<file path="src/hw/bpd_map.vh">
// register offsets, field positions, reset values and timing counts of the
// protection and diagnostic block. assumes a 40 MHz system clock.
`ifndef BPD_MAP_VH
`define BPD_MAP_VH

// ---------------------------------------------------------------
// register offsets (word index = byte address of the plain port)
// ---------------------------------------------------------------
`define BPD_OFS_CFG       8'h00
`define BPD_OFS_PROT_EN   8'h01
`define BPD_OFS_FET_SEL   8'h02
`define BPD_OFS_POLICY    8'h03
`define BPD_OFS_STATUS    8'h04
`define BPD_OFS_CLEAR     8'h05
`define BPD_OFS_FET_STAT  8'h06
`define BPD_OFS_RETRY     8'h07
`define BPD_OFS_OW_CFG    8'h08
`define BPD_OFS_GAIN      8'h09
`define BPD_OFS_OFFSET    8'h0A
`define BPD_OFS_CHAN      8'h0B
`define BPD_OFS_RESULT    8'h0C
`define BPD_OFS_TS_DATA   8'h0D
`define BPD_OFS_STACK     8'h0E
`define BPD_OFS_PWM       8'h0F
`define BPD_OFS_RECOVER   8'h10

// ---------------------------------------------------------------
// cfg fields
// ---------------------------------------------------------------
`define BPD_CFG_TS_AUX     0
`define BPD_CFG_PARALLEL   1
`define BPD_CFG_PWM_EN     2
`define BPD_CFG_CHGDET_IE  3
`define BPD_CFG_CURR_CHG   4
`define BPD_CFG_HWOT_OFF   5
`define BPD_CFG_LDO_FET    6
`define BPD_CFG_RST        16'h0000

// ---------------------------------------------------------------
// fault bit positions in status, enable, fet select and policy
// ---------------------------------------------------------------
`define BPD_F_OCC     0
`define BPD_F_OCD1    1
`define BPD_F_OCD2    2
`define BPD_F_SCD     3
`define BPD_F_CUV     4
`define BPD_F_COV     5
`define BPD_F_TEMP    6
`define BPD_F_WDOG    7
`define BPD_F_OPEN    8
`define BPD_F_REFCHK  9
`define BPD_F_GNDCHK  10
`define BPD_F_LDO     11
`define BPD_F_LATCH   12
`define BPD_F_HWOT    13
`define BPD_NFAULT    14
`define BPD_CURR_MASK 14'h000F
`define BPD_DIAG_MASK 14'h0E00

// policy codes, two bits per fault
`define BPD_POL_AUTO  2'h0
`define BPD_POL_HOST  2'h1
`define BPD_POL_FLAG  2'h2

// ---------------------------------------------------------------
// trim, reference window, ground window
// ---------------------------------------------------------------
`define BPD_GAIN_RST    16'h4000
`define BPD_OFFSET_RST  16'h0000
`define BPD_REF_LO      16'h5A00
`define BPD_REF_HI      16'h6600
`define BPD_GND_MAX     16'h0040

// ---------------------------------------------------------------
// timing: retry delay 100 ms, open-wire base tick 1 ms, debounce 1 ms
// ---------------------------------------------------------------
`define BPD_CLK_HZ       40000000
`define BPD_RETRY_MS     100
`define BPD_RETRY_CYC    (`BPD_RETRY_MS * (`BPD_CLK_HZ / 1000))
`define BPD_OW_TICK_US   1000
`define BPD_OW_TICK_CYC  (`BPD_OW_TICK_US * (`BPD_CLK_HZ / 1000000))
`define BPD_DEB_US       1000
`define BPD_DEB_CYC      (`BPD_DEB_US * (`BPD_CLK_HZ / 1000000))

`endif

</file>
<file path="src/hw/bpd_core.v">
// protection and diagnostic fault logic of a multi-cell battery monitor.
// assumes comparator and converter results arrive synchronous to clk_sys,
// with one-cycle valid strobes; analog switches sit outside this block.
`timescale 1ns/100ps
`include "bpd_map.vh"

// Function
// - config bit selects thermistor or aux input
// - thermistor: pullup only during conversion, ldo reference
// - aux mode: pullup off, primary reference
// - pin result signed 16-bit, 5/3 full scale
// - offset/gain trim corrects cell, stack, die and current results, user writable
// - per-protection enable and fet action select
// - three recovery policies; host does its part
// - current faults from comparators, others from data
// - series/parallel fets and pwm precharge drive
// - charge pin flag, interrupt on debounced toggle
// - current fault drops discharge, maybe charge; retry
// - persisting fault after retry trips again
// - retry counter latches fets off at limit
// - periodic open-wire sink, fault cell and above
// - diagnostics trip at once; host recovers some
// - ldo versus primary reference window check
// - ground conversion compared to expected value
// - stack top voltage readable by host
// - external ldo error faults, optionally drops fets
// - oscillator failure forces power off
// - trim check error forces power off
// - hardware overtemperature may start power off
module bpd_core (
  // clock and reset
  input wire clk_sys,
  input wire arst_n,
  // register port
  input wire [7:0] reg_addr,
  input wire [15:0] reg_wdata,
  input wire reg_wr,
  input wire reg_rd,
  output reg [15:0] reg_rdata,
  // comparator and logic fault sources
  input wire [`BPD_NFAULT-1:0] fault_raw,
  // converter results
  input wire conv_valid,
  input wire [2:0] conv_chan,
  input wire [15:0] conv_data,
  input wire ts_conv_active,
  // open wire cell readings
  input wire [4:0] cell_collapsed,
  // charge pin detector and ldo flag
  input wire chg_pin_high,
  input wire ldo_error,
  // oscillator monitor and trim check
  input wire osc_fail,
  input wire trim_check_done,
  input wire trim_check_err,
  // analog controls
  output wire ts_pullup_en,
  output wire ts_ref_ldo,
  output reg [4:0] ow_sink_en,
  output wire chg_fet_on,
  output wire dsg_fet_on,
  output wire fet_parallel,
  output wire alert,
  output reg power_off
);

  // ---------------------------------------------------------------
  // channels of the converter
  // ---------------------------------------------------------------
  localparam CH_CELL = 3'h0;
  localparam CH_STACK = 3'h1;
  localparam CH_DIE = 3'h2;
  localparam CH_CURR = 3'h3;
  localparam CH_TS = 3'h4;
  localparam CH_LDO = 3'h5;
  localparam CH_GND = 3'h6;

  localparam RS_IDLE = 2'h0;
  localparam RS_WAIT = 2'h1;
  localparam RS_LATCH = 2'h2;

  localparam [31:0] RETRY_CYC = `BPD_RETRY_CYC;
  localparam [31:0] OW_TICK_FULL = `BPD_OW_TICK_CYC;
  localparam [31:0] DEB_FULL = `BPD_DEB_CYC;
  // both counts fit 16 bits at 40 MHz; the cut is deliberate
  localparam [15:0] OW_TICK_CYC = OW_TICK_FULL[15:0];
  localparam [15:0] DEB_CYC = DEB_FULL[15:0];
  localparam [13:0] DIAG_MASK = `BPD_DIAG_MASK;
  localparam [13:0] CURR_MASK = `BPD_CURR_MASK;

  reg [15:0] cfg_reg;
  reg [13:0] en_reg;
  reg [13:0] fet_sel_reg;
  reg [27:0] policy_reg;
  reg [13:0] status_reg;
  reg [13:0] status_next;
  reg [15:0] gain_reg;
  reg [15:0] offset_reg;
  reg [3:0] retry_limit_reg;
  reg [3:0] retry_cnt_reg;
  reg [7:0] ow_period_reg;
  reg [15:0] result_reg;
  reg [2:0] result_chan_reg;
  reg [15:0] ts_data_reg;
  reg [15:0] stack_reg;
  reg [7:0] pwm_duty_reg;
  reg [7:0] pwm_cnt_reg;
  reg [1:0] rs_state_reg;
  reg [31:0] rs_cnt_reg;
  reg chg_off_reg;
  reg dsg_off_reg;
  reg [15:0] ow_tick_reg;
  reg [7:0] ow_div_reg;
  reg [15:0] deb_cnt_reg;
  reg chg_deb_reg;
  reg chgdet_ev_reg;

  // ---------------------------------------------------------------
  // temperature pin mode
  // ---------------------------------------------------------------
  wire ts_aux = cfg_reg[`BPD_CFG_TS_AUX];
  assign ts_pullup_en = ts_conv_active & ~ts_aux;
  assign ts_ref_ldo = ~ts_aux;
  assign fet_parallel = cfg_reg[`BPD_CFG_PARALLEL];

  // ---------------------------------------------------------------
  // trim: signed offset then gain in q2.14
  // ---------------------------------------------------------------
  wire signed [16:0] trim_sum = $signed({conv_data[15], conv_data}) +
                                $signed({offset_reg[15], offset_reg});
  wire signed [33:0] trim_prod = trim_sum * $signed({1'b0, gain_reg});
  wire signed [19:0] trim_q = trim_prod[33:14];
  wire [15:0] trim_sat = (trim_q > 20'sh07FFF) ? 16'h7FFF :
                         (trim_q < -20'sh08000) ? 16'h8000 : trim_q[15:0];
  wire trimmed = (conv_chan == CH_CELL) | (conv_chan == CH_STACK) |
                 (conv_chan == CH_DIE) | (conv_chan == CH_CURR);
  wire [15:0] conv_out = trimmed ? trim_sat : conv_data;

  // ---------------------------------------------------------------
  // diagnostic detection, immediate
  // ---------------------------------------------------------------
  wire ref_bad = conv_valid & (conv_chan == CH_LDO) &
                 ((conv_data < `BPD_REF_LO) | (conv_data > `BPD_REF_HI));
  wire gnd_bad = conv_valid & (conv_chan == CH_GND) &
                 ($signed(conv_data) > $signed(`BPD_GND_MAX) |
                  $signed(conv_data) < -$signed(`BPD_GND_MAX));
  wire ow_bad = |(cell_collapsed & ow_sink_en);

  // comparator faults and logic faults enter on fault_raw
  reg [13:0] fault_now;
  always @* begin
    fault_now = fault_raw;
    fault_now[`BPD_F_OPEN] = fault_raw[`BPD_F_OPEN] | ow_bad;
    fault_now[`BPD_F_REFCHK] = ref_bad;
    fault_now[`BPD_F_GNDCHK] = gnd_bad;
    fault_now[`BPD_F_LDO] = ldo_error;
    fault_now[`BPD_F_LATCH] = (rs_state_reg == RS_LATCH);
    fault_now = fault_now & en_reg;
  end
  // level, not edge: a fault still present after a retry trips again
  wire [13:0] cur_lvl = fault_now & CURR_MASK;

  // ---------------------------------------------------------------
  // status: set wins over clear; auto policy clears on recovery, except the diagnostic bits
  // ---------------------------------------------------------------
  wire clr_wr = reg_wr & (reg_addr == `BPD_OFS_CLEAR);
  wire rec_wr = reg_wr & (reg_addr == `BPD_OFS_RECOVER);
  integer i;
  always @* begin
    status_next = status_reg;
    for (i = 0; i < `BPD_NFAULT; i = i + 1) begin
      if (policy_reg[2*i +: 2] == `BPD_POL_AUTO && !fault_now[i] &&
          !DIAG_MASK[i]) begin
        status_next[i] = 1'b0;
      end
      if (clr_wr && reg_wdata[i]) begin
        status_next[i] = 1'b0;
      end
      if (rec_wr && reg_wdata[i]) begin
        status_next[i] = 1'b0;
      end
      if (fault_now[i]) begin
        status_next[i] = 1'b1;
      end
    end
  end

  // faults that act on the fets autonomously (not signal-only)
  reg [13:0] act_mask;
  reg [13:0] host_mask;
  integer j;
  always @* begin
    act_mask = 14'h0000;
    host_mask = 14'h0000;
    for (j = 0; j < `BPD_NFAULT; j = j + 1) begin
      act_mask[j] = fet_sel_reg[j] & (policy_reg[2*j +: 2] != `BPD_POL_FLAG);
      host_mask[j] = (policy_reg[2*j +: 2] == `BPD_POL_HOST);
    end
  end
  wire [13:0] act_stat = status_reg & act_mask & ~CURR_MASK;
  wire ldo_drop = status_reg[`BPD_F_LDO] & cfg_reg[`BPD_CFG_LDO_FET];
  // latch bit left out: the retry logic already holds what it dropped, and
  // counting it here would drop the charge fet against the cfg choice
  wire [13:0] keep_mask = ~((14'h0001 << `BPD_F_LDO) | (14'h0001 << `BPD_F_LATCH));
  wire other_off = |(act_stat & keep_mask) | ldo_drop;
  wire cur_act = |(cur_lvl & act_mask);
  wire cur_auto = ~|(cur_lvl & act_mask & host_mask);

  // ---------------------------------------------------------------
  // pwm precharge drive
  // ---------------------------------------------------------------
  wire pwm_on = cfg_reg[`BPD_CFG_PWM_EN] ? (pwm_cnt_reg < pwm_duty_reg) : 1'b1;
  assign dsg_fet_on = ~dsg_off_reg & ~other_off & ~power_off & pwm_on;
  assign chg_fet_on = ~chg_off_reg & ~other_off & ~power_off & pwm_on;

  // ---------------------------------------------------------------
  // charge pin detector and alert
  // ---------------------------------------------------------------
  assign alert = chgdet_ev_reg;

  // ---------------------------------------------------------------
  // clocked state
  // ---------------------------------------------------------------
  always @(posedge clk_sys or negedge arst_n) begin
    if (!arst_n) begin
      cfg_reg <= `BPD_CFG_RST;
      en_reg <= 14'h3FFF;
      fet_sel_reg <= 14'h3FFF;
      policy_reg <= 28'h0000000;
      status_reg <= 14'h0000;
      gain_reg <= `BPD_GAIN_RST;
      offset_reg <= `BPD_OFFSET_RST;
      retry_limit_reg <= 4'h3;
      retry_cnt_reg <= 4'h0;
      ow_period_reg <= 8'h00;
      result_reg <= 16'h0000;
      result_chan_reg <= 3'h0;
      ts_data_reg <= 16'h0000;
      stack_reg <= 16'h0000;
      pwm_duty_reg <= 8'h80;
      pwm_cnt_reg <= 8'h00;
      rs_state_reg <= RS_IDLE;
      rs_cnt_reg <= 32'h00000000;
      chg_off_reg <= 1'b0;
      dsg_off_reg <= 1'b0;
      ow_tick_reg <= 16'h0000;
      ow_div_reg <= 8'h00;
      ow_sink_en <= 5'h00;
      deb_cnt_reg <= 16'h0000;
      chg_deb_reg <= 1'b0;
      chgdet_ev_reg <= 1'b0;
      power_off <= 1'b0;
      reg_rdata <= 16'h0000;
    end else begin
      status_reg <= status_next;
      pwm_cnt_reg <= pwm_cnt_reg + 8'h01;

      // register writes
      if (reg_wr) begin
        case (reg_addr)
          `BPD_OFS_CFG: cfg_reg <= reg_wdata;
          `BPD_OFS_PROT_EN: en_reg <= reg_wdata[13:0];
          `BPD_OFS_FET_SEL: fet_sel_reg <= reg_wdata[13:0];
          `BPD_OFS_POLICY: policy_reg <= {policy_reg[27:16], reg_wdata};
          `BPD_OFS_RETRY: retry_limit_reg <= reg_wdata[3:0];
          `BPD_OFS_OW_CFG: ow_period_reg <= reg_wdata[7:0];
          `BPD_OFS_GAIN: gain_reg <= reg_wdata;
          `BPD_OFS_OFFSET: offset_reg <= reg_wdata;
          `BPD_OFS_PWM: pwm_duty_reg <= reg_wdata[7:0];
          default: policy_reg <= policy_reg;
        endcase
      end

      // register reads, data in the next cycle
      reg_rdata <= 16'h0000;
      if (reg_rd) begin
        case (reg_addr)
          `BPD_OFS_CFG: reg_rdata <= cfg_reg;
          `BPD_OFS_PROT_EN: reg_rdata <= {2'h0, en_reg};
          `BPD_OFS_FET_SEL: reg_rdata <= {2'h0, fet_sel_reg};
          `BPD_OFS_POLICY: reg_rdata <= policy_reg[15:0];
          `BPD_OFS_STATUS: reg_rdata <= {2'h0, status_reg};
          `BPD_OFS_FET_STAT: reg_rdata <= {10'h000, chg_pin_high, chg_deb_reg,
                                           power_off, rs_state_reg == RS_LATCH,
                                           chg_fet_on, dsg_fet_on};
          `BPD_OFS_RETRY: reg_rdata <= {8'h00, retry_cnt_reg, retry_limit_reg};
          `BPD_OFS_OW_CFG: reg_rdata <= {8'h00, ow_period_reg};
          `BPD_OFS_GAIN: reg_rdata <= gain_reg;
          `BPD_OFS_OFFSET: reg_rdata <= offset_reg;
          `BPD_OFS_CHAN: reg_rdata <= {13'h0000, result_chan_reg};
          `BPD_OFS_RESULT: reg_rdata <= result_reg;
          `BPD_OFS_TS_DATA: reg_rdata <= ts_data_reg;
          `BPD_OFS_STACK: reg_rdata <= stack_reg;
          `BPD_OFS_PWM: reg_rdata <= {8'h00, pwm_duty_reg};
          default: reg_rdata <= 16'h0000;
        endcase
      end

      // conversion capture
      if (conv_valid) begin
        result_reg <= conv_out;
        result_chan_reg <= conv_chan;
        if (conv_chan == CH_TS) begin
          ts_data_reg <= conv_data;
        end
        if (conv_chan == CH_STACK) begin
          stack_reg <= conv_out;
        end
      end

      // current fault retry and latch
      case (rs_state_reg)
        RS_IDLE: begin
          if (cur_act) begin
            dsg_off_reg <= 1'b1;
            chg_off_reg <= cfg_reg[`BPD_CFG_CURR_CHG];
            rs_cnt_reg <= 32'h00000000;
            if (!cur_auto) begin
              rs_state_reg <= RS_LATCH;
            end else if (retry_cnt_reg >= retry_limit_reg) begin
              rs_state_reg <= RS_LATCH;
            end else begin
              rs_state_reg <= RS_WAIT;
            end
          end
        end
        RS_WAIT: begin
          if (rs_cnt_reg >= RETRY_CYC - 32'h1) begin
            dsg_off_reg <= 1'b0;
            chg_off_reg <= 1'b0;
            retry_cnt_reg <= retry_cnt_reg + 4'h1;
            rs_state_reg <= RS_IDLE;
          end else begin
            rs_cnt_reg <= rs_cnt_reg + 32'h1;
          end
        end
        RS_LATCH: begin
          if (rec_wr && reg_wdata[`BPD_F_LATCH]) begin
            dsg_off_reg <= 1'b0;
            chg_off_reg <= 1'b0;
            retry_cnt_reg <= 4'h0;
            rs_state_reg <= RS_IDLE;
          end
        end
        default: rs_state_reg <= RS_IDLE;
      endcase

      // open-wire sink, period in 1 ms ticks, zero disables
      ow_sink_en <= 5'h00;
      if (ow_period_reg != 8'h00) begin
        if (ow_tick_reg >= OW_TICK_CYC - 16'h1) begin
          ow_tick_reg <= 16'h0000;
          if (ow_div_reg >= ow_period_reg - 8'h1) begin
            ow_div_reg <= 8'h00;
          end else begin
            ow_div_reg <= ow_div_reg + 8'h01;
          end
        end else begin
          ow_tick_reg <= ow_tick_reg + 16'h0001;
        end
        if (ow_div_reg == 8'h00) begin
          ow_sink_en <= 5'h1F;
        end
      end

      // charge pin debounce, alert pulse on toggle
      chgdet_ev_reg <= 1'b0;
      if (chg_pin_high == chg_deb_reg) begin
        deb_cnt_reg <= 16'h0000;
      end else if (deb_cnt_reg >= DEB_CYC - 16'h1) begin
        deb_cnt_reg <= 16'h0000;
        chg_deb_reg <= chg_pin_high;
        chgdet_ev_reg <= cfg_reg[`BPD_CFG_CHGDET_IE];
      end else begin
        deb_cnt_reg <= deb_cnt_reg + 16'h0001;
      end

      // power off sources; only reset leaves this state
      if (osc_fail) begin
        power_off <= 1'b1;
      end
      if (trim_check_done && trim_check_err) begin
        power_off <= 1'b1;
      end
      if (fault_raw[`BPD_F_HWOT] && cfg_reg[`BPD_CFG_HWOT_OFF]) begin
        power_off <= 1'b1;
      end
    end
  end

endmodule

</file>
<file path="config.mk">
export PLATFORM = sky130hd
export DESIGN_NAME = bpd_core
export DESIGN_NICKNAME = d
export VERILOG_FILES = /design/src/hw/bpd_core.v
export VERILOG_INCLUDE_DIRS = /design/src /design/src/hw
export SDC_FILE = /design/constraint.sdc
export NUM_CORES = 1
export LEC_CHECK = 0
export ABC_CLOCK_PERIOD_IN_PS = 12600
export BUFFER_PORTS_ARGS = -buffer_cell sky130_fd_sc_hd__clkbuf_2
export CAP_MARGIN = 20
export CORE_ASPECT_RATIO = 1.4
export CORE_MARGIN = 2
export CORE_UTILIZATION = 60
export CTS_CLUSTER_SIZE = 12
export DETAILED_ROUTE_END_ITERATION = 10
export GPL_ROUTABILITY_DRIVEN = 0
export GPL_TIMING_DRIVEN = 0
export MAX_ROUTING_LAYER = met4
export PLACE_DENSITY = 0.78
export SLEW_MARGIN = 5
export SYNTH_ARGS = -nofsm -noshare
export SYNTH_HDL_FRONTEND = slang
export SYNTH_SLANG_ARGS = --single-unit
</file>
<file path="constraint.sdc">
create_clock -name clk_sys -period 12.6 [get_ports clk_sys]
set_input_delay 2.52 -clock clk_sys [delete_from_list [all_inputs] [get_ports clk_sys]]
set_output_delay 2.52 -clock clk_sys [all_outputs]
set_load 0.01 [all_outputs]
</file>
==> results.py <==
metrics = {
    "floorplanning": {
        "die_area_um2": 43680,
        "die_w_um": 177.2,
        "core-area_um2": 41290,
        "rows": 88,
        "initial_core_util_pct": 61.04,
        "die_h_um": 246.5,
        "ioPinCount": 101,
    },
    "grt": {
        "grt_pass1_vias": 21390,
        "antenna_found_initial": 4,
        "grt_use_total_pct": 34.67,
        "grt_max_degree": 112,
        "grt_pass1_wl_mm": 113.9,
        "grt_overflow": 0,
    },
    "yosys": {
        "yosysUniqueCellTypes": 78,
        "synth_area_leaders": "dfrtp_1 25%, fa_1 21%, ha_1 6.8%",
        "synth_adder_area_share_pct": 28.28,
        "synth_ff_type": "dfrtp_1",
        "synth_compound_area_share_pct": 10.86,
        "syn-instance-count": 2569,
        "synth_top_cell_area_share_pct": 25.12,
        "synth-xor-area-share_pct": 3.232,
        "synth_top_family_by_area": "adder cells",
        "async_reset_ff_share_pct": 100.0,
        "yosysTopAreaCell": "dfrtp_1",
        "yosys.area_share.simple_pct": 14.34,
        "ys_ff_latch": 285,
        "synth_nets": 3047,
        "synth_edf_count": 0,
        "synthMuxAreaShare_pct": 7.293,
        "synth_warnings": 0,
        "syn-cell-area_um2": 25200,
        "yosysSeqAreaShare_pct": 28.46,
        "synth.avg_cell_area_um2": 9.810,
    },
    "detailed_routing": {
        "drc": 0,
        "drtIter0Drc": 1760,
        "firstDrtPassIters": 6,
        "wirelength_mm": 70.09,
        "vias_per_cell": 6.110,
        "wl_per_cell_um": 21.51,
        "ant_nets": 0,
        "vias": 19910,
    },
    "place": {
        "dp_cells": 3204,
        "pre_cts_ws_ps": -82.97,
        "numPortBuffers": 91,
        "hpwl_mm": 54.74,
        "place_area_um2": 26420,
    },
    "clock_tree": {
        "tritoncts": "yes",
        "cts-buffers-inserted": 27,
        "clock_latency_ps": 550,
        "cts_resized": 0,
        "cts.sinks": 285,
        "root_buffer": "clkbuf_16",
        "cts_hold_buffers": 0,
        "htreeDepth": 1,
        "post_cts_buffers": 0,
        "path_clk_slew_ps": 60,
        "clock_path_buffers": 3,
    },
    "setup_path": {
        "start_kind": "input pin",
        "arrival_ps": 12310,
        "criticalPathCategory": "in2reg",
        "cp_slowest_cell": "xnor2_1",
        "slowest_delay_ps": 710,
        "crit_fanout": 10,
        "cp_common_cell": "fa_1",
        "cp.required_ps": 13050,
        "end_kind": "flip-flop",
    },
    "power": {
        "seq_power_share_pct": 37.0,
        "power_density_nw_per_um2": 110.7,
        "p_total_mw": 3.011,
        "ir_drop_mv": 0.1127,
        "internal-power_mw": 1.856,
        "power.share.switching_pct": 38.37,
        "p_switching_mw": 1.156,
        "p_leak_nw": 13.38,
        "clock_power_share_pct": 25.1,
        "comb_power_share_pct": 37.9,
    },
    "layout": {
        "layout-drive-gt1-share_pct": 13.04,
        "largest_reg_flops": 32,
        "fillers": 3215,
        "final_area_um2": 27210,
        "multi_input_area_um2": 16140,
        "area_delta_synth_final_pct": 7.973,
        "final_net_count": 3172,
        "seq_area_um2": 7172,
        "fin_cells": 3258,
    },
    "sta": {
        "finalHoldViolCount": 0,
        "post-route-min-period_ps": 11860,
        "fin_crit_sh_pct": 94.10,
        "tightestPinTransition_ps": 1057,
        "relSlewSlack_pct": 29.50,
        "setup_ws_ps": 743.0,
        "finalClockSkew_ps": 11.49,
        "fmax_mhz": 84.34,
        "finalMaxSlewViolations": 0,
        "rsz0062_at_grt": "false",
        "setup_viol": 0,
        "whs_ps": 485.9,
    },
    "hold_path": {
        "min_path_type": "reg2reg",
    },
    "flow_run": {
        "cap_violations": 0,
    },
    "run_status": {
        "status": "completed",
    },
}
==> logic make-up (layout without fill, tap and decap cells) <==
logic type	after synthesis	in the layout
adder cells (fa/ha/maj)	409	409
AND/OR/NAND/NOR	732	732
flip-flops	285	285
buffers and inverters	496	641
AO/OA/AOI/OAI	390	390
XOR/XNOR	93	93
other	0	4
multiplexers	164	164
==> cells in the final DEF, fill, tap and decap left out, drive strengths merged, types with 9 or more instances in the layout <==
| cell type | instances |
|---|---|
| or3 | 9 |
| a31oi | 32 |
| or2 | 10 |
| nor3 | 31 |
| fa | 269 |
| nor4 | 10 |
| o21ai | 77 |
| nand4 | 19 |
| xnor2 | 53 |
| xor2 | 40 |
| a211o | 11 |
| o31ai | 9 |
| a211oi | 15 |
| a21o | 36 |
| mux2i | 16 |
| clkbuf | 228 |
| nor2 | 113 |
| dfrtp | 253 |
| a22oi | 25 |
| nor2b | 33 |
| nand2 | 257 |
| nand3 | 39 |
| o22ai | 12 |
| buf | 20 |
| nand2b | 31 |
| inv | 393 |
| and3 | 35 |
| a21oi | 78 |
| dfstp | 32 |
| a221oi | 21 |
| and2 | 127 |
| a22o | 12 |
| mux2 | 147 |
| ha | 136 |
==> final cells by class <==
class,instances,share of cell area [%]
clock buffers,49,2.823
flip-flops and latches,285,26.36
multi-input cells,1788,59.32
well taps,540,2.483
diodes,4,0.03678
inverters,393,5.421
repair buffers,96,1.982
plain buffers,103,1.577
==> power by group through the flow <==
| stage | registers, mW | clock network, mW | logic [mW] |
|---|---|---|---|
| after detailed placement | 1.12 | 0 | 1.11 |
| final | 1.11 | 0.757 | 1.14 |
| after CTS | 1.11 | 0.759 | 1.13 |
| after global routing | 1.12 | 0.794 | 1.28 |
| after global placement | 1.11 | 0 | 1.08 |
| after floorplan | 1.09 | 0 | 0.802 |
==> critical path: cells and delay by family <==
kind / cells / cell delay [ps]
buffers and inverters: 9 / 1280
and+or+nand+nor: 4 / 550
xor gates and xnor gates: 1 / 710
adders and majority gates: 9 / 3980
AOI/OAI and AO/OA: 13 / 3270
==> synthesized netlist by cell type (53+ instances only) <==
cell type / number
nand2_1: 257
nor2_1: 112
xnor2_1: 53
a21oi_1: 76
mux2_2: 147
and2_1: 127
clkbuf_1: 87
fa_1: 269
inv_1: 393
dfrtp_1: 253
ha_1: 136
o21ai_0: 73
==> stage by stage <==
stage | util [%] | TNS (ps)
after floorplan | - | 0
after global placement | 63.78 | 0
after detailed placement | 63.98 | -717.7
after CTS | 65.85 | 0
after global routing | 65.90 | 0
final | 65.91 | 0
==> worst paths after layout <==
kind                           startpoint              to  slack, ps  cells past startpoint
setup / recovery             conv_data[0]  result_reg[14]        740                     36
hold / removal             deb_cnt_reg[0]  deb_cnt_reg[0]        490                      1
setup reg to reg            offset_reg[0]  result_reg[14]       2430                     35
hold reg to reg            deb_cnt_reg[0]  deb_cnt_reg[0]        490                      1
max in group asynchronous          arst_n      en_reg[10]       9100                      3
min in group asynchronous          arst_n  rs_cnt_reg[19]       2080                      1
==> routing by layer <==
| layer | global-route usage [%] | wire, µm | vias to the layer above | share of wire [%] |
|---|---|---|---|---|
| met5 | - | 0 | - | 0 |
| met4 | 20.49 | 5058 | 0 | 7.2 |
| met3 | 4.691 | 5401 | 315 | 7.7 |
| met2 | 58.55 | 35370 | 1091 | 50 |
| met1 | 39.23 | 24260 | 9789 | 35 |
| li1 | - | - | 8710 | - |
(Power assumes the default switching activity.)
